**src/inc/ep_defines.svh**
```systemverilog
// Purpose: Constants of the encoder position front end
// Assumes: Included by the design file only
// Notes: Offsets are APB byte addresses
`ifndef EP_DEFINES_SVH
`define EP_DEFINES_SVH
// Register byte offsets
`define EP_OFS_MODE 8'h00
`define EP_OFS_ERRDET 8'h04
`define EP_OFS_ETYPE 8'h08
`define EP_OFS_TBITS 8'h0c
`define EP_OFS_LINES 8'h10
`define EP_OFS_STRES 8'h14
`define EP_OFS_CTRL 8'h18
`define EP_OFS_STATUS 8'h1c
`define EP_OFS_TURNS 8'h20
`define EP_OFS_POS 8'h24
`define EP_OFS_FINE 8'h28
// Control bit positions
`define EP_CTRL_REINIT 0
`define EP_CTRL_TRIPRST 1
`define EP_CTRL_AUTOCFG 2
// Error detection enable bits
`define EP_ERR_WIRE 0
`define EP_ERR_PHASE 1
`define EP_ERR_POWER 2
// Reset values
`define EP_MODE_RST 2'h1
`define EP_ERRDET_RST 3'h0
`define EP_ETYPE_RST 4'h0
`define EP_TBITS_RST 5'h0c
`define EP_LINES_RST 16'h0400
`define EP_STRES_RST 6'h0d
// Encoder type codes
`define EP_TYPE_INC_MAX 4'h5
`define EP_TYPE_PLAIN_SC 4'h6
`define EP_TYPE_SC_RS485 4'h7
`define EP_TYPE_CRC_ONLY 4'h8
`define EP_TYPE_SC_CRC 4'h9
`define EP_TYPE_SYNC_ONLY 4'ha
`define EP_TYPE_SC_SYNC 4'hb
// Serial frame layout and check
`define EP_HDR_BITS 7'h02
`define EP_CRC_BITS 7'h05
`define EP_CRC_POLY 5'h09
`define EP_CRC_LIMIT 2'h3
`define EP_MAX_DATA 7'h20
`define EP_LINES_MIN 16'h0002
// Timing
`define EP_CLK_NS 100
`define EP_TRACK_NS 250000
`define EP_TRACK_CYC (`EP_TRACK_NS / `EP_CLK_NS)
`define EP_INIT_TIMEOUT_NS 20000000
`define EP_INIT_TIMEOUT_CYC (`EP_INIT_TIMEOUT_NS / `EP_CLK_NS)
`endif

```
**src/inc/ep_pkg.sv**
```systemverilog
// Purpose: Types of the encoder position front end
// Assumes: Nothing beyond the defines header
// Notes: One packed struct holds all state of the block
package ep_pkg;
   typedef enum logic [2:0] {EP_ST_INIT = 3'b001, EP_ST_RUN = 3'b010,
      EP_ST_FAIL = 3'b100} ep_state_t;
   typedef struct packed {
      logic [31:0] prdata;
      logic pready;
      logic pslverr;
      logic [1:0] mode;
      logic [2:0] errdet;
      logic [3:0] etype;
      logic [4:0] tbits;
      logic [15:0] lines;
      logic [5:0] stres;
      logic autocfg;
      logic [1:0] s_mode;
      logic [3:0] s_etype;
      logic [4:0] s_tbits;
      logic [5:0] s_stres;
      logic clk_s1, clk_s2, clk_s3;
      logic dat_s1, dat_s2;
      logic frm_s1, frm_s2, frm_s3;
      logic wb_s1, wb_s2, ph_s1, ph_s2;
      logic [31:0] shift;
      logic [6:0] bitcnt;
      logic [4:0] crc_calc;
      logic [4:0] crc_rx;
      logic pwr_bit, rot_bit, pwr_ok;
      ep_state_t st;
      logic [17:0] init_cnt;
      logic [1:0] crc_cnt;
      logic t_init, t_cksum, t_power, t_wire, t_phase, track_err;
      logic [15:0] turns, pos, fine;
      logic [31:0] win_ref;
      logic [11:0] win_cnt;
      logic trip, pos_valid, term_ab, term_z, term_uvw;
   } ep_state_s_t;
endpackage : ep_pkg

```
**src/rtl/ep_encoder_if.sv**
```systemverilog
// Purpose: Encoder position front end with APB register access
// Assumes: clock_in 10 MHz; link clock and data sampled as plain pins
// Notes: One state struct, registered once per clock
// Function
// Initialise at reset, trip reset, request
// Withhold position until init; fail trip
// Mode setting drives incremental terminations
// Plain sine/cosine ignores mode setting
// Rotary: turns field masks displayed turns
// Rotary: lines forced to power of two
// Rotary: resolution is single-turn bit count
// Linear: turns field is ratio, no mask
// Linear: resolution is whole position bits
// Comms-only absolute: outputs equal encoder value
// Few turns bits wrap at maximum position
// CRC failure keeps last valid position
// Sync serial format has no check
// Avoid absolute mode under six turns bits
// Delta mode accumulates sixteen turns bits
// Half turn per 250 us, else lost
// Three CRC errors trip; reset reinitialises
// Late powered encoder needs reinit request
// Power monitor trip holds until powered
// Auto-configuration sets mode from encoder
// Error enable bits gate trips
// Config applied between frames only
//
// Design decisions made here: the register addresses and the APB register port.
`timescale 1ns/1ns
`default_nettype none
`include "ep_defines.svh"

module ep_encoder_if #(
   parameter int INIT_TO_CYC = `EP_INIT_TIMEOUT_CYC
) (
   // Clock and reset
   input wire logic clock_in,
   input wire logic reset_in,
   // APB slave
   input wire logic psel_in,
   input wire logic penable_in,
   input wire logic pwrite_in,
   input wire logic [7:0] paddr_in,
   input wire logic [31:0] pwdata_in,
   output logic [31:0] prdata_out,
   output logic pready_out,
   output logic pslverr_out,
   // Encoder serial link pins
   input wire logic link_clk_in,
   input wire logic link_data_in,
   input wire logic link_frame_in,
   // Analogue front end detectors
   input wire logic wire_break_in,
   input wire logic phase_error_in,
   // Termination controls
   output logic term_ab_out,
   output logic term_z_out,
   output logic term_uvw_out,
   // Position result
   output logic pos_valid_out,
   output logic trip_out,
   output logic [15:0] turns_out,
   output logic [15:0] position_out
);
   import ep_pkg::*;

   ep_state_s_t q; // Registered state
   ep_state_s_t nxt_q; // Next state

   // Largest power of two not above v, at least two
   function automatic logic [15:0] pow2_floor(input logic [15:0] v);
      logic [15:0] r;
      r = `EP_LINES_MIN;
      for (int i = 1; i < 16; i++)
      begin
         if (v[i])
            r = 16'h0001 << i;
      end
      return r;
   endfunction : pow2_floor

   // Mask of n low bits, n up to 32
   function automatic logic [31:0] low_mask(input logic [6:0] n);
      logic [32:0] m;
      m = (33'h000000001 << n) - 33'h000000001;
      return m[31:0];
   endfunction : low_mask

   // Decode helpers of the live and shadow configuration
   logic live_rotary; // Live mode gives rotary interpretation
   logic sh_comms; // Shadow type uses the serial link
   logic sh_crc; // Shadow type carries a CRC
   logic sh_conly; // Shadow type is comms-only
   logic sh_rotary; // Shadow config is rotary
   logic [6:0] nbits; // Data bits per frame
   logic [6:0] exp_len; // Expected frame length
   logic link_rise; // Link clock rising edge
   logic frm_rise, frm_fall; // Frame boundaries
   logic frame_ok; // Frame passed length and check
   logic [31:0] raw; // Received data, right aligned
   logic [31:0] single; // Single-turn part
   logic [31:0] turns_raw; // Turns part
   logic [31:0] left; // Single-turn part, left aligned
   logic [15:0] n_turns, n_pos, n_fine; // Decoded position
   logic [15:0] dpos; // Delta of position word
   logic [31:0] acc; // Tracked position after delta
   logic [31:0] wdiff; // Movement inside the window
   logic fb; // CRC feedback bit
   logic reinit; // Start a new initialisation
   logic wr, rd; // APB write commit, read setup

   // Whole next-state logic
   always_comb
   begin
      nxt_q = q;
      live_rotary = 1'b0;
      sh_comms = 1'b0;
      sh_crc = 1'b0;
      sh_conly = 1'b0;
      sh_rotary = 1'b0;
      nbits = 7'h00;
      exp_len = 7'h00;
      frame_ok = 1'b0;
      raw = 32'h00000000;
      single = 32'h00000000;
      turns_raw = 32'h00000000;
      left = 32'h00000000;
      n_turns = 16'h0000;
      n_pos = 16'h0000;
      n_fine = 16'h0000;
      dpos = 16'h0000;
      acc = 32'h00000000;
      wdiff = 32'h00000000;
      fb = 1'b0;
      reinit = 1'b0;

      // Two-flop synchronisers for the link and detector pin inputs
      nxt_q.clk_s1 = link_clk_in;
      nxt_q.clk_s2 = q.clk_s1;
      nxt_q.clk_s3 = q.clk_s2;
      nxt_q.dat_s1 = link_data_in;
      nxt_q.dat_s2 = q.dat_s1;
      nxt_q.frm_s1 = link_frame_in;
      nxt_q.frm_s2 = q.frm_s1;
      nxt_q.frm_s3 = q.frm_s2;
      nxt_q.wb_s1 = wire_break_in;
      nxt_q.wb_s2 = q.wb_s1;
      nxt_q.ph_s1 = phase_error_in;
      nxt_q.ph_s2 = q.ph_s1;
      link_rise = q.clk_s2 & ~q.clk_s3;
      frm_rise = q.frm_s2 & ~q.frm_s3;
      frm_fall = q.frm_s3 & ~q.frm_s2;

      // Shadow decode; plain sine/cosine never looks at the mode
      sh_comms = (q.s_etype >= `EP_TYPE_SC_RS485) && (q.s_etype <= `EP_TYPE_SC_SYNC);
      sh_crc = (q.s_etype == `EP_TYPE_SC_RS485) || (q.s_etype == `EP_TYPE_CRC_ONLY)
         || (q.s_etype == `EP_TYPE_SC_CRC);
      sh_conly = (q.s_etype == `EP_TYPE_CRC_ONLY) || (q.s_etype == `EP_TYPE_SYNC_ONLY);
      sh_rotary = sh_comms && (q.s_mode != 2'h0);
      live_rotary = (q.etype >= `EP_TYPE_SC_RS485) && (q.etype <= `EP_TYPE_SC_SYNC)
         && (q.mode != 2'h0);

      // Rotary sums both fields; linear uses the resolution alone
      if (sh_rotary)
         nbits = {2'b00, q.s_tbits} + {1'b0, q.s_stres};
      else
         nbits = {1'b0, q.s_stres};
      if (nbits > `EP_MAX_DATA)
         nbits = `EP_MAX_DATA;
      exp_len = `EP_HDR_BITS + nbits + (sh_crc ? `EP_CRC_BITS : 7'h00);

      // Config only moves into the shadow outside a frame
      if (!q.frm_s2 && !frm_fall)
      begin
         nxt_q.s_mode = q.mode;
         nxt_q.s_etype = q.etype;
         nxt_q.s_tbits = q.tbits;
         nxt_q.s_stres = q.stres;
      end

      // Serial receive: power bit, rotary flag, data, then CRC
      if (frm_rise)
      begin
         nxt_q.bitcnt = 7'h00;
         nxt_q.shift = 32'h00000000;
         nxt_q.crc_calc = 5'h00;
         nxt_q.crc_rx = 5'h00;
      end
      else if (q.frm_s2 && link_rise)
      begin
         if (q.bitcnt == 7'h00)
            nxt_q.pwr_bit = q.dat_s2;
         else if (q.bitcnt == 7'h01)
            nxt_q.rot_bit = q.dat_s2;
         else if (q.bitcnt < `EP_HDR_BITS + nbits)
         begin
            nxt_q.shift = {q.shift[30:0], q.dat_s2};
            fb = q.dat_s2 ^ q.crc_calc[4];
            nxt_q.crc_calc = {q.crc_calc[3:0], 1'b0} ^ (fb ? `EP_CRC_POLY : 5'h00);
         end
         else
            nxt_q.crc_rx = {q.crc_rx[3:0], q.dat_s2};
         if (q.bitcnt != 7'h7f)
            nxt_q.bitcnt = q.bitcnt + 7'h01;
      end

      // Sync serial frames get no integrity check
      frame_ok = (q.bitcnt == exp_len) && (!sh_crc || (q.crc_rx == q.crc_calc));

      // Decode the received word
      raw = q.shift & low_mask(nbits);
      single = raw & low_mask({1'b0, q.s_stres});
      turns_raw = raw >> q.s_stres;
      left = single << (6'd32 - q.s_stres);
      if (sh_rotary)
      begin
         // Turns masked to the encoder's turns bits; wraps at its maximum
         n_turns = turns_raw[15:0] & 16'(low_mask({2'b00, q.s_tbits}));
         n_pos = left[31:16];
         n_fine = left[15:0];
      end
      else
      begin
         // Whole position value, no turns mask
         n_turns = raw[31:16];
         n_pos = raw[15:0];
         n_fine = 16'h0000;
      end

      // APB: answer in the first access cycle
      wr = psel_in & penable_in & q.pready & pwrite_in;
      rd = psel_in & ~penable_in;
      nxt_q.pready = rd;
      if (rd)
      begin
         nxt_q.pslverr = 1'b0;
         nxt_q.prdata = 32'h00000000;
         if (paddr_in == `EP_OFS_MODE)
            nxt_q.prdata[1:0] = q.mode;
         else if (paddr_in == `EP_OFS_ERRDET)
            nxt_q.prdata[2:0] = q.errdet;
         else if (paddr_in == `EP_OFS_ETYPE)
            nxt_q.prdata[3:0] = q.etype;
         else if (paddr_in == `EP_OFS_TBITS)
            nxt_q.prdata[4:0] = q.tbits;
         else if (paddr_in == `EP_OFS_LINES)
            nxt_q.prdata[15:0] = q.lines;
         else if (paddr_in == `EP_OFS_STRES)
            nxt_q.prdata[5:0] = q.stres;
         else if (paddr_in == `EP_OFS_CTRL)
            nxt_q.prdata[`EP_CTRL_AUTOCFG] = q.autocfg;
         else if (paddr_in == `EP_OFS_STATUS)
            nxt_q.prdata[9:0] = {q.crc_cnt, q.pwr_ok, q.track_err, q.t_phase, q.t_wire,
               q.t_power, q.t_cksum, q.t_init, (q.st == EP_ST_RUN)};
         else if (paddr_in == `EP_OFS_TURNS)
            nxt_q.prdata[15:0] = q.turns;
         else if (paddr_in == `EP_OFS_POS)
            nxt_q.prdata[15:0] = q.pos;
         else if (paddr_in == `EP_OFS_FINE)
            nxt_q.prdata[15:0] = q.fine;
         else
            nxt_q.pslverr = 1'b1; // Unmapped address
      end
      else if (!psel_in)
         nxt_q.pslverr = 1'b0;

      // Register writes; out-of-range values are dropped
      if (wr)
      begin
         if (paddr_in == `EP_OFS_MODE)
         begin
            if (pwdata_in[1:0] != 2'h3)
               nxt_q.mode = pwdata_in[1:0];
         end
         else if (paddr_in == `EP_OFS_ERRDET)
            nxt_q.errdet = pwdata_in[2:0];
         else if (paddr_in == `EP_OFS_ETYPE)
         begin
            if (pwdata_in[3:0] <= `EP_TYPE_SC_SYNC)
               nxt_q.etype = pwdata_in[3:0];
         end
         else if (paddr_in == `EP_OFS_TBITS)
            nxt_q.tbits = pwdata_in[4:0];
         else if (paddr_in == `EP_OFS_LINES)
            nxt_q.lines = pwdata_in[15:0];
         else if (paddr_in == `EP_OFS_STRES)
            nxt_q.stres = pwdata_in[5:0];
         else if (paddr_in == `EP_OFS_CTRL)
         begin
            nxt_q.autocfg = pwdata_in[`EP_CTRL_AUTOCFG];
            if (pwdata_in[`EP_CTRL_REINIT])
               reinit = 1'b1;
            if (pwdata_in[`EP_CTRL_TRIPRST])
            begin
               // Trip reset clears and reinitialises
               reinit = 1'b1;
               nxt_q.t_init = 1'b0;
               nxt_q.t_cksum = 1'b0;
               nxt_q.t_wire = 1'b0;
               nxt_q.t_phase = 1'b0;
               if (q.pwr_ok)
                  nxt_q.t_power = 1'b0;
            end
         end
      end

      // Rotary lines per revolution are kept a power of two
      if (live_rotary)
         nxt_q.lines = pow2_floor(nxt_q.lines);

      // Terminations: only incremental types follow the mode
      if (q.etype <= `EP_TYPE_INC_MAX)
      begin
         nxt_q.term_ab = (q.mode != 2'h0);
         nxt_q.term_z = (q.mode == 2'h2);
      end
      else
      begin
         nxt_q.term_ab = 1'b1;
         nxt_q.term_z = 1'b1;
      end
      nxt_q.term_uvw = 1'b1;

      // Tracking window restarts every 250 us
      if (q.win_cnt == 12'(`EP_TRACK_CYC - 1))
      begin
         nxt_q.win_cnt = 12'h000;
         nxt_q.win_ref = {q.turns, q.pos};
      end
      else
         nxt_q.win_cnt = q.win_cnt + 12'h001;

      // Initialisation and run sequence
      case (q.st)
         EP_ST_INIT:
         begin
            if (!sh_comms)
               nxt_q.st = EP_ST_RUN; // No serial position to read
            else if (frm_fall && frame_ok)
            begin
               nxt_q.turns = n_turns;
               nxt_q.pos = n_pos;
               nxt_q.fine = n_fine;
               nxt_q.win_ref = {n_turns, n_pos};
               nxt_q.win_cnt = 12'h000;
               nxt_q.st = EP_ST_RUN;
               if (q.autocfg && sh_crc)
                  nxt_q.mode = q.rot_bit ? 2'h1 : 2'h0;
            end
            else if (frm_fall || (q.init_cnt == 18'(INIT_TO_CYC - 1)))
            begin
               nxt_q.t_init = 1'b1;
               nxt_q.st = EP_ST_FAIL;
            end
            else
               nxt_q.init_cnt = q.init_cnt + 18'h00001;
         end
         EP_ST_RUN:
         begin
            if (sh_comms && frm_fall && frame_ok)
            begin
               nxt_q.crc_cnt = 2'h0;
               if (sh_conly && (q.s_mode == 2'h0))
               begin
                  // Accumulate change; turns grow to 16 bits without jumps
                  dpos = n_pos - q.pos;
                  acc = {q.turns, q.pos} + {{16{dpos[15]}}, dpos};
                  nxt_q.turns = acc[31:16];
                  nxt_q.pos = acc[15:0];
                  wdiff = acc - q.win_ref;
                  if ((wdiff[31] ? (32'h00000000 - wdiff) : wdiff) >= 32'h00008000)
                     nxt_q.track_err = 1'b1;
               end
               else
               begin
                  nxt_q.turns = n_turns;
                  nxt_q.pos = n_pos;
               end
               nxt_q.fine = n_fine;
            end
            else if (sh_crc && frm_fall)
            begin
               // Bad frame keeps the last good position
               if (q.crc_cnt == `EP_CRC_LIMIT - 2'h1)
                  nxt_q.t_cksum = 1'b1;
               else
                  nxt_q.crc_cnt = q.crc_cnt + 2'h1;
            end
         end
         EP_ST_FAIL:
         begin
            nxt_q.st = EP_ST_FAIL; // Left only by a new initialisation
         end
         default:
         begin
            nxt_q.st = EP_ST_INIT;
         end
      endcase

      // Power status from every frame, gated by its enable
      if (sh_comms && frm_fall)
      begin
         nxt_q.pwr_ok = q.pwr_bit;
         if (q.errdet[`EP_ERR_POWER] && !q.pwr_bit)
            nxt_q.t_power = 1'b1;
      end
      if (q.errdet[`EP_ERR_WIRE] && q.wb_s2)
         nxt_q.t_wire = 1'b1;
      if (q.errdet[`EP_ERR_PHASE] && q.ph_s2)
         nxt_q.t_phase = 1'b1;

      // New initialisation; the trip sets above still win
      if (reinit)
      begin
         nxt_q.st = EP_ST_INIT;
         nxt_q.init_cnt = 18'h00000;
         nxt_q.crc_cnt = 2'h0;
         nxt_q.track_err = 1'b0;
      end

      // Registered outputs; position withheld until initialised
      nxt_q.trip = nxt_q.t_init | nxt_q.t_cksum | nxt_q.t_power | nxt_q.t_wire
         | nxt_q.t_phase;
      nxt_q.pos_valid = (nxt_q.st == EP_ST_RUN) && !nxt_q.trip;
   end

   // State register; reset starts an initialisation
   always_ff @(posedge clock_in or posedge reset_in)
   begin
      if (reset_in)
      begin
         q <= '0;
         q.st <= EP_ST_INIT;
         q.mode <= `EP_MODE_RST;
         q.errdet <= `EP_ERRDET_RST;
         q.etype <= `EP_ETYPE_RST;
         q.tbits <= `EP_TBITS_RST;
         q.lines <= `EP_LINES_RST;
         q.stres <= `EP_STRES_RST;
         q.s_mode <= `EP_MODE_RST;
         q.s_etype <= `EP_ETYPE_RST;
         q.s_tbits <= `EP_TBITS_RST;
         q.s_stres <= `EP_STRES_RST;
         q.term_uvw <= 1'b1;
      end
      else
         q <= nxt_q;
   end

   // Outputs straight from the state register
   assign prdata_out = q.prdata;
   assign pready_out = q.pready;
   assign pslverr_out = q.pslverr;
   assign term_ab_out = q.term_ab;
   assign term_z_out = q.term_z;
   assign term_uvw_out = q.term_uvw;
   assign pos_valid_out = q.pos_valid;
   assign trip_out = q.trip;
   assign turns_out = q.turns;
   assign position_out = q.pos;
endmodule : ep_encoder_if
`default_nettype wire

```
**config.mk**
```make
export PLATFORM = sky130hd
export DESIGN_NAME = ep_encoder_if
export DESIGN_NICKNAME = d
export VERILOG_FILES = /design/src/inc/ep_pkg.sv /design/src/rtl/ep_encoder_if.sv
export VERILOG_INCLUDE_DIRS = /design/src /design/src/inc
export SDC_FILE = /design/constraint.sdc
export NUM_CORES = 1
export LEC_CHECK = 0
export BUFFER_PORTS_ARGS = -buffer_cell sky130_fd_sc_hd__buf_2
export CELL_PAD_IN_SITES_DETAIL_PLACEMENT = 1
export CELL_PAD_IN_SITES_GLOBAL_PLACEMENT = 1
export CORE_MARGIN = 3
export CORE_UTILIZATION = 43
export CTS_BUF_LIST = sky130_fd_sc_hd__clkbuf_4 sky130_fd_sc_hd__clkbuf_8 sky130_fd_sc_hd__clkbuf_16
export DETAILED_ROUTE_END_ITERATION = 12
export PLACE_DENSITY_LB_ADDON = 0.2
export SETUP_SLACK_MARGIN = 0.2
export SKIP_LAST_GASP = 1
export SYNTH_ARGS = -nofsm -noshare
export SYNTH_HDL_FRONTEND = slang
export SYNTH_SLANG_ARGS = --single-unit
export TNS_END_PERCENT = 10
```
**constraint.sdc**
```tcl
create_clock -name clock_in -period 13.3 [get_ports clock_in]
set_input_delay 1.995 -clock clock_in [delete_from_list [all_inputs] [get_ports clock_in]]
set_output_delay 1.995 -clock clock_in [all_outputs]
set_load 0.01 [all_outputs]
```
==> impl_results.md, run 1 <==
- Outcome: finished clean
- Mean Syn Cell Area: 7.968 sq um
- GRT overflow: 0
- Routed WL per cell: 25.92 um
- Tmin final: 12.62 ns
- Layout cells sized above 1: 15.79%
- Finished Core Util: 48.43%
- Area grow syn2layout: 10.85%
- Synth top area cells: dfrtp_1 (26%), ha_1 (5.7%), nand2_1 (5.7%)
- Buffers added on ports: 87
- Vias/cell: 6.374
- Ys flop type: dfrtp_1
- Req. time, crit path: 13.82 ns
- Synth warn: 0
- Post-Layout Inst Area: 26160 sq um
- Global-route wire length before repair: 146700 um
- TritonCTS clock tree: yes
- Routed Antenna Nets: 0
- Gp weighted congestion: 1.012
- Vias in the first global route: 24.02k
- Slowest CP cell: dfstp_2
- Area of the core: 54030 sq um
- Crit path max-delay family: compound AO/OA/AOI/OAI gates
- Cell row count: 85
- Clock share of power: 44.5%
- DIE AREA: 57740 sq um
- Initial core utilization: 43.69%
- MaxCap Viol Count: 0
- Final setup vio count: 0
- Clock Sinks: 261
- FFs w/ async S/R, synth: 100.0%
- Flop pwr share: 41.3%
- Worst reg2reg path startpoint: q[190]$_DFFE_PP1P_
- Maximum clock insertion buffer count: 3
- Worst skew pair latency: 0.62 ns
- HPWL Detailed: 74050 um
- Leakage: 11.71 nW
- Most frequent cells after synthesis: nand2_1 (360), nor2_1 (325), dfrtp_1 (247)
- Clk_skew: 0.01547 ns
- RSZ-0062 raised after global routing: false
- Tcrit/Tclk final: 94.87%
- Worst Setup Start Kind: register
- DP Area: 24680 sq um
- Pwr dens: 75.96 nW/um^2
- Register bit total from synthesis: 261
- Layout Nets: 3157
- Most common cell in the netlist: nand2_1
- Largest stage delay, worst path: 0.55 ns
- Worst reg2reg setup slack: 0.68 ns
- Crit path DAT: 13.14 ns
- Worst Hold End: nxt_q[187]$_DFF_PP0_
- Total Wirelength: 96360 um
- Pin count of the biggest net entering global routing: 149
- RR Endpoint: q[97]$_DFFE_PP0P_
- NetSw: 0.5657 mW
- R2R cell count: 56
- Mapped Cells: 2962
- Internal power: 1.422 mW
- Antenna violations before repair: 0
- Sequential-to-total area share from yosys stat: 27.75%
- Buf/Inv on CP: 4
- Combinational share of power: 14.2%
- Min-Delay Path Class: reg2reg
- FILL cells: 6470
- Via count: 23.70k
- Die X: 240.3 um
- Hold depth: 0
- H-tree depth: 1
- Drt pass-1 iters: 5
- Worst-Margin Slew: 1.249 ns
- CTS Buf Count: 31
- EDFF count, synth: 0
- Total GRT Usage: 32.72%
- Hold-fix buffers, CTS: 0
- Clk pin slew, worst setup/hold paths: 0.07 ns
- Most used cell, CP: o21ai_0
- Post-Syn Area: 23600 sq um
- Max-slew violations: 0
- Post-synth top area share: 26.19%
- Root Buffer: clkbuf_16
- Worst vdd ir: 0.09322 mV
- Setup tns final: 0 ns
- Drt initial violations: 1712
- Die Y: 240.3 um
- Top cell type by total area after synthesis: dfrtp_1
- Setup Crit Path Kind: reg2reg
- Net Sw Frac: 28.46%
- Max_slew headroom: 16.45%
- Ports: 121
- Netlist cell types: 115
- Hold Fails Final Rpt: 0
- Fmax: 79.25 MHz
- Hold Startpoint: nxt_q[188]$_DFF_PP0_
- DR DRC count: 0
- Worst Setup End Kind: register
- Crit path max fanout: 7
==> worst reg2reg max path: cells and delay by family, from the launching register on <==
family                     cells  cell delay, ns
AOI/OAI and AO/OA             26            5.81
xor gates and xnor gates       2            0.49
adders and majority gates      7            2.28
buffers and inverters          4            0.50
DFF                            1            0.55
muxes                          4            0.87
and+or+nand+nor               13            2.02
==> kinds of logic after synthesis <==
family | count (synthesis) | synth area share (%)
AOI/OAI and AO/OA | 863 | 24.76
muxes | 172 | 8.349
buffers and inverters | 345 | 6.775
other | 2 | 0.03182
and+or+nand+nor | 1074 | 21.24
adders and majority gates | 112 | 6.064
DFF | 261 | 27.75
xor gates and xnor gates | 133 | 5.031
==> cell type report <==
class | instances | area, sq um | area share, %
antenna | 2 | 5.005 | 0.01913
clock buffer | 45 | 930.9 | 3.558
clock inverter | 13 | 125.1 | 0.4782
inverter | 122 | 465.4 | 1.779
multi-input combinational | 2372 | 15860 | 60.62
sequential | 261 | 6549 | 25.03
tap | 696 | 870.8 | 3.328
timing repair buffer | 207 | 1356 | 5.184
==> state kept, by name (all words and copies together) (netlist names) <==
| signal | flops |
|---|---|
| q | 200 |
| position_out | 16 |
| prdata_out | 16 |
| turns_out | 16 |
| nxt_q | 7 |
| pos_valid_out | 1 |
| pready_out | 1 |
| pslverr_out | 1 |
| term_ab_out | 1 |
| term_z_out | 1 |
| trip_out | 1 |
==> worst max-delay path by stage <==
stage,startpoint,endpoint,slack [ns],cells after the start
after floorplan,q[190]$_DFFE_PP1P_,q[97]$_DFFE_PP0P_,0.24,67
after global placement,q[190]$_DFFE_PP1P_,q[97]$_DFFE_PP0P_,-0.07,58
after detailed placement,q[190]$_DFFE_PP1P_,q[97]$_DFFE_PP0P_,-0.41,58
after CTS,q[190]$_DFFE_PP1P_,q[97]$_DFFE_PP0P_,0.20,65
after global routing,q[190]$_DFFE_PP1P_,q[97]$_DFFE_PP0P_,0.02,56
final,q[190]$_DFFE_PP1P_,q[97]$_DFFE_PP0P_,0.68,56
==> timing repair <==
item	in CTS	in global routing
gates resized for setup	15	58
pin swaps	2	10
cloned	0	0
setup endpoints to repair	1	1
buffers inserted	2	12
==> power by group through the flow <==
stage | clock network (mW) | logic, mW | registers [mW]
2_1_floorplan | 0 | 0.179 | 0.830
6_report | 0.884 | 0.282 | 0.821
3_5_place_dp | 0 | 0.269 | 0.835
5_1_grt | 0.931 | 0.310 | 0.822
3_3_place_gp | 0 | 0.258 | 0.834
4_1_cts | 0.900 | 0.275 | 0.821
==> per-layer routing <==
layer | up-vias | part of all wire, % | track usage (%)
met4 | 0 | 5.3 | 14.59
met2 | 761 | 46 | 53.98
met3 | 226 | 5.3 | 4.072
met5 | - | 0 | 0
met1 | 11950 | 43 | 43.12
li1 | 10760 | - | -
==> stage by stage <==
| stage | total power [mW] | std cells | setup slack (ns) | hold WS, ns |
|---|---|---|---|---|
| floorplan | 1.008 | 2978 | 0.2397 | 0.3312 |
| global placement | 1.092 | 3643 | -0.07038 | 0.3341 |
| detailed placement | 1.104 | 3643 | -0.4079 | 0.3356 |
| CTS | 1.996 | 3703 | 0.2030 | 0.3516 |
| global route | 2.062 | 3716 | 0.01815 | 0.3610 |
| finish | 1.987 | 3718 | 0.6821 | 0.3504 |
==> cells in the final DEF, fill, tap and decap left out, drive strengths merged, types with 78 or more instances in the layout <==
cell / synthesis / layout
nand2: 361 / 361
nor2: 327 / 327
dfrtp: 247 / 247
o21ai: 208 / 208
buf: 103 / 207
a21oi: 191 / 191
inv: 117 / 120
ha: 108 / 108
mux2i: 99 / 99
nand3: 83 / 83
xnor2: 78 / 78
Note: power is estimated with default switching activity, not from simulation.
==> inputs of run 2 (changes only) <==
- RECOVER_POWER: unset -> 25
- SLEW_MARGIN: unset -> 25
==> run 2 against run 1 <==
  * The flow now finishes with violations (capacitance limit, slew limit)
  * Flip-flop and latch count is the same
  * Total power is essentially flat
  * Register-to-register slack gained 0.09 ns
  * Non-clock buffer count shrank 2
  * First-iteration DRC count grew 3.2%
  * Fmax grew 0.73%
  * Critical endpoint unchanged
==> impl_results.md, run 2 (same netlist as run 1, synthesis figures left out) <==
- Largest stage delay, worst path: 0.55 ns (about the same)
- Pwr dens: 76.02 nW/um^2 (about the same)
- Crit path DAT: 13.04 ns (-0.10 ns)
- Hold Fails Final Rpt: 0 (unchanged)
- Maximum clock insertion buffer count: 3 (unchanged)
- HPWL Detailed: 73990 um (about the same)
- Combinational share of power: 14.2% (about the same)
- Crit path max-delay family: compound AO/OA/AOI/OAI gates
- NetSw: 0.5486 mW (-3.0%)
- Buffers added on ports: 87 (unchanged)
- Area grow syn2layout: 10.76% (about the same)
- Slowest CP cell: dfstp_2
- Internal power: 1.439 mW (+1.2%)
- Req. time, crit path: 13.81 ns (about the same)
- DR DRC count: 0 (unchanged)
- GR Util met1: 42.95% (-0.17 points)
- Routed WL per cell: 25.80 um (-0.45%)
- GR Layer Usage met3: 3.223% (-0.85 points)
- Worst Hold Margin: 0.3487 ns (-0.001709 ns)
- MaxCap Viol Count: 2 (+2)
- Worst-Margin Slew: 5.237 ns (+3.988 ns)
- Tot Pwr: 1.987 mW (about the same)
- Pin count of the biggest net entering global routing: 149 (unchanged)
- TritonCTS clock tree: yes
- Cell row count: 85 (unchanged)
- RSZ-0062 raised after global routing: false
- Die Y: 240.3 um (unchanged)
- Die X: 240.3 um (unchanged)
- Ports: 121 (unchanged)
- Worst Setup Start Kind: register
- DIE AREA: 57740 sq um (unchanged)
- Failing checks: capacitance limit, slew limit
- Commonest non-fill, non-tap cell in the layout: nand2_1
- Fmax: 79.83 MHz (+0.73%)
- Global route hottest layer: met2
- Clk pin slew, worst setup/hold paths: 0.06 ns (about the same)
- Initial core utilization: 43.69% (unchanged)
- GRT overflow: 0 (unchanged)
- Root Buffer: clkbuf_16
- Total Wirelength: 95850 um (-0.53%)
- Area of the core: 54030 sq um (unchanged)
- Register bank with the most flops: q
- Max-slew violations: 140 (+140)
- Clock share of power: 44.5% (about the same)
- Outcome: complete, but fails checks
- Max_slew headroom: -251.1% (-270 points)
- DP Area: 24690 sq um (about the same)
- Most frequent cells in the layout: nand2_1 (358), nor2_1 (318), dfrtp_1 (247)
- Met2 Resource Use GR: 54.14% (+0.17 points)
- Drt initial violations: 1767 (+3.2%)
- Min-Delay Path Class: reg2reg
- Worst slack at placement: -0.4082 ns (-0.0003220 ns)
- Clock Sinks: 261 (unchanged)
- Drt pass-1 iters: 5 (unchanged)
- Via count: 23.69k (-0.030%)
- Buf/Inv on CP: 7 (+3)
- Routed Antenna Nets: 0 (unchanged)
- Vias/cell: 6.377 (about the same)
- Post-Layout Inst Area: 26140 sq um (about the same)
- Layout cells sized above 1: 15.77% (-0.023 points)
- Setup Crit Path Kind: reg2reg
- Worst Slack Setup Final: 0.7737 ns (+0.09158 ns)
- Final setup vio count: 0 (unchanged)
- Tmin final: 12.53 ns (-0.09158 ns)
- Post-Layout Cell Count: 3715 (-0.081%)
- Antenna violations before repair: 0 (unchanged)
- Placed cell count: 3643 (unchanged)
- Max FFs per register: 200 (unchanged)
- Global-route wire length before repair: 145700 um (-0.63%)
- Tcrit/Tclk final: 94.18% (-0.69 points)
- Leakage: 11.70 nW (about the same)
- CTS Buf Count: 31 (unchanged)
- Clk_skew: 0.01106 ns (-0.004413 ns)
- Total GRT Usage: 32.48% (-0.24 points)
- Crit path max fanout: 7 (unchanged)
- Vias in the first global route: 24.03k (+0.054%)
- H-tree depth: 1 (unchanged)
- Worst Setup End Kind: register
- Net Sw Frac: 27.61% (-0.86 points)
- Layout Nets: 3155 (-0.063%)
- Gp weighted congestion: 1.012 (unchanged)
- Worst skew pair latency: 0.60 ns (-0.02 ns)
- Worst vdd ir: 0.1048 mV (+12%)
- Flop pwr share: 41.3% (about the same)
[run 2: changes by cell type in the layout (fill, tap and decap cells not counted), moves of 3 or more]
| cell | change |
|---|---|
| buf_4 | -3 |
| o21ai_1 | +4 |
| clkinv_4 | -3 |
| nor2_1 | -4 |
| o21ai_0 | -4 |
| nor2_2 | +4 |
[run 2: repair_timing]
item	4_1_cts	5_1_grt
resized for setup	14	63
buffers inserted	2	11
pin swaps	2	21
endpoints found under the setup margin	1	1
hold buffers	0	0
[run 2: worst paths after layout]
kind	start	end	slack, ns	cells after the start
setup / recovery	q[190]$_DFFE_PP1P_	q[97]$_DFFE_PP0P_	0.77	60
hold / removal	nxt_q[178]$_DFF_PP0_	q[178]$_DFF_PP0_	0.35	0
setup reg to reg	q[190]$_DFFE_PP1P_	q[97]$_DFFE_PP0P_	0.77	60
hold reg to reg	nxt_q[178]$_DFF_PP0_	q[178]$_DFF_PP0_	0.35	0
max in group asynchronous	reset_in	q[9]$_DFF_PP0_	7.96	2
min in group asynchronous	reset_in	q[136]$_DFFE_PP0P_	3.02	2
[run 2: area by class of cell]
type / count / area [sq um]
fill: 6496 / 27890
clock inverter: 12 / 132.6
antenna: 1 / 2.502
sequential: 261 / 6549
timing repair buffer: 205 / 1338
inverter: 122 / 459.2
tap: 696 / 870.8
multi-input combinational: 2372 / 15860
clock buffer: 46 / 932.1
[run 2: power by group through the flow]
stage	logic [mW]	clock network [mW]	registers, mW
6_report	0.281	0.885	0.821
5_1_grt	0.308	0.939	0.822
4_1_cts	0.272	0.903	0.821
3_5_place_dp	0.268	0	0.835
3_3_place_gp	0.258	0	0.834
2_1_floorplan	0.179	0	0.830
[run 2: routing by layer]
layer  wire length (um)  part of all wire (%)  vias to the layer above
li1                   -                     -                    10760
met3               5190                   5.4                      221
met5                  0                     0                        -
met1              41250                    43                    11940
met4               4766                   5.0                        0
met2              44640                    47                      775
[run 2: through the flow]
step | TNS (ns) | util (%)
3_5_place_dp | -0.4082 | 45.69
5_1_grt | 0 | 48.38
2_1_floorplan | 0 | -
6_report | 0 | 48.39
4_1_cts | 0 | 47.81
3_3_place_gp | -0.07038 | 45.68
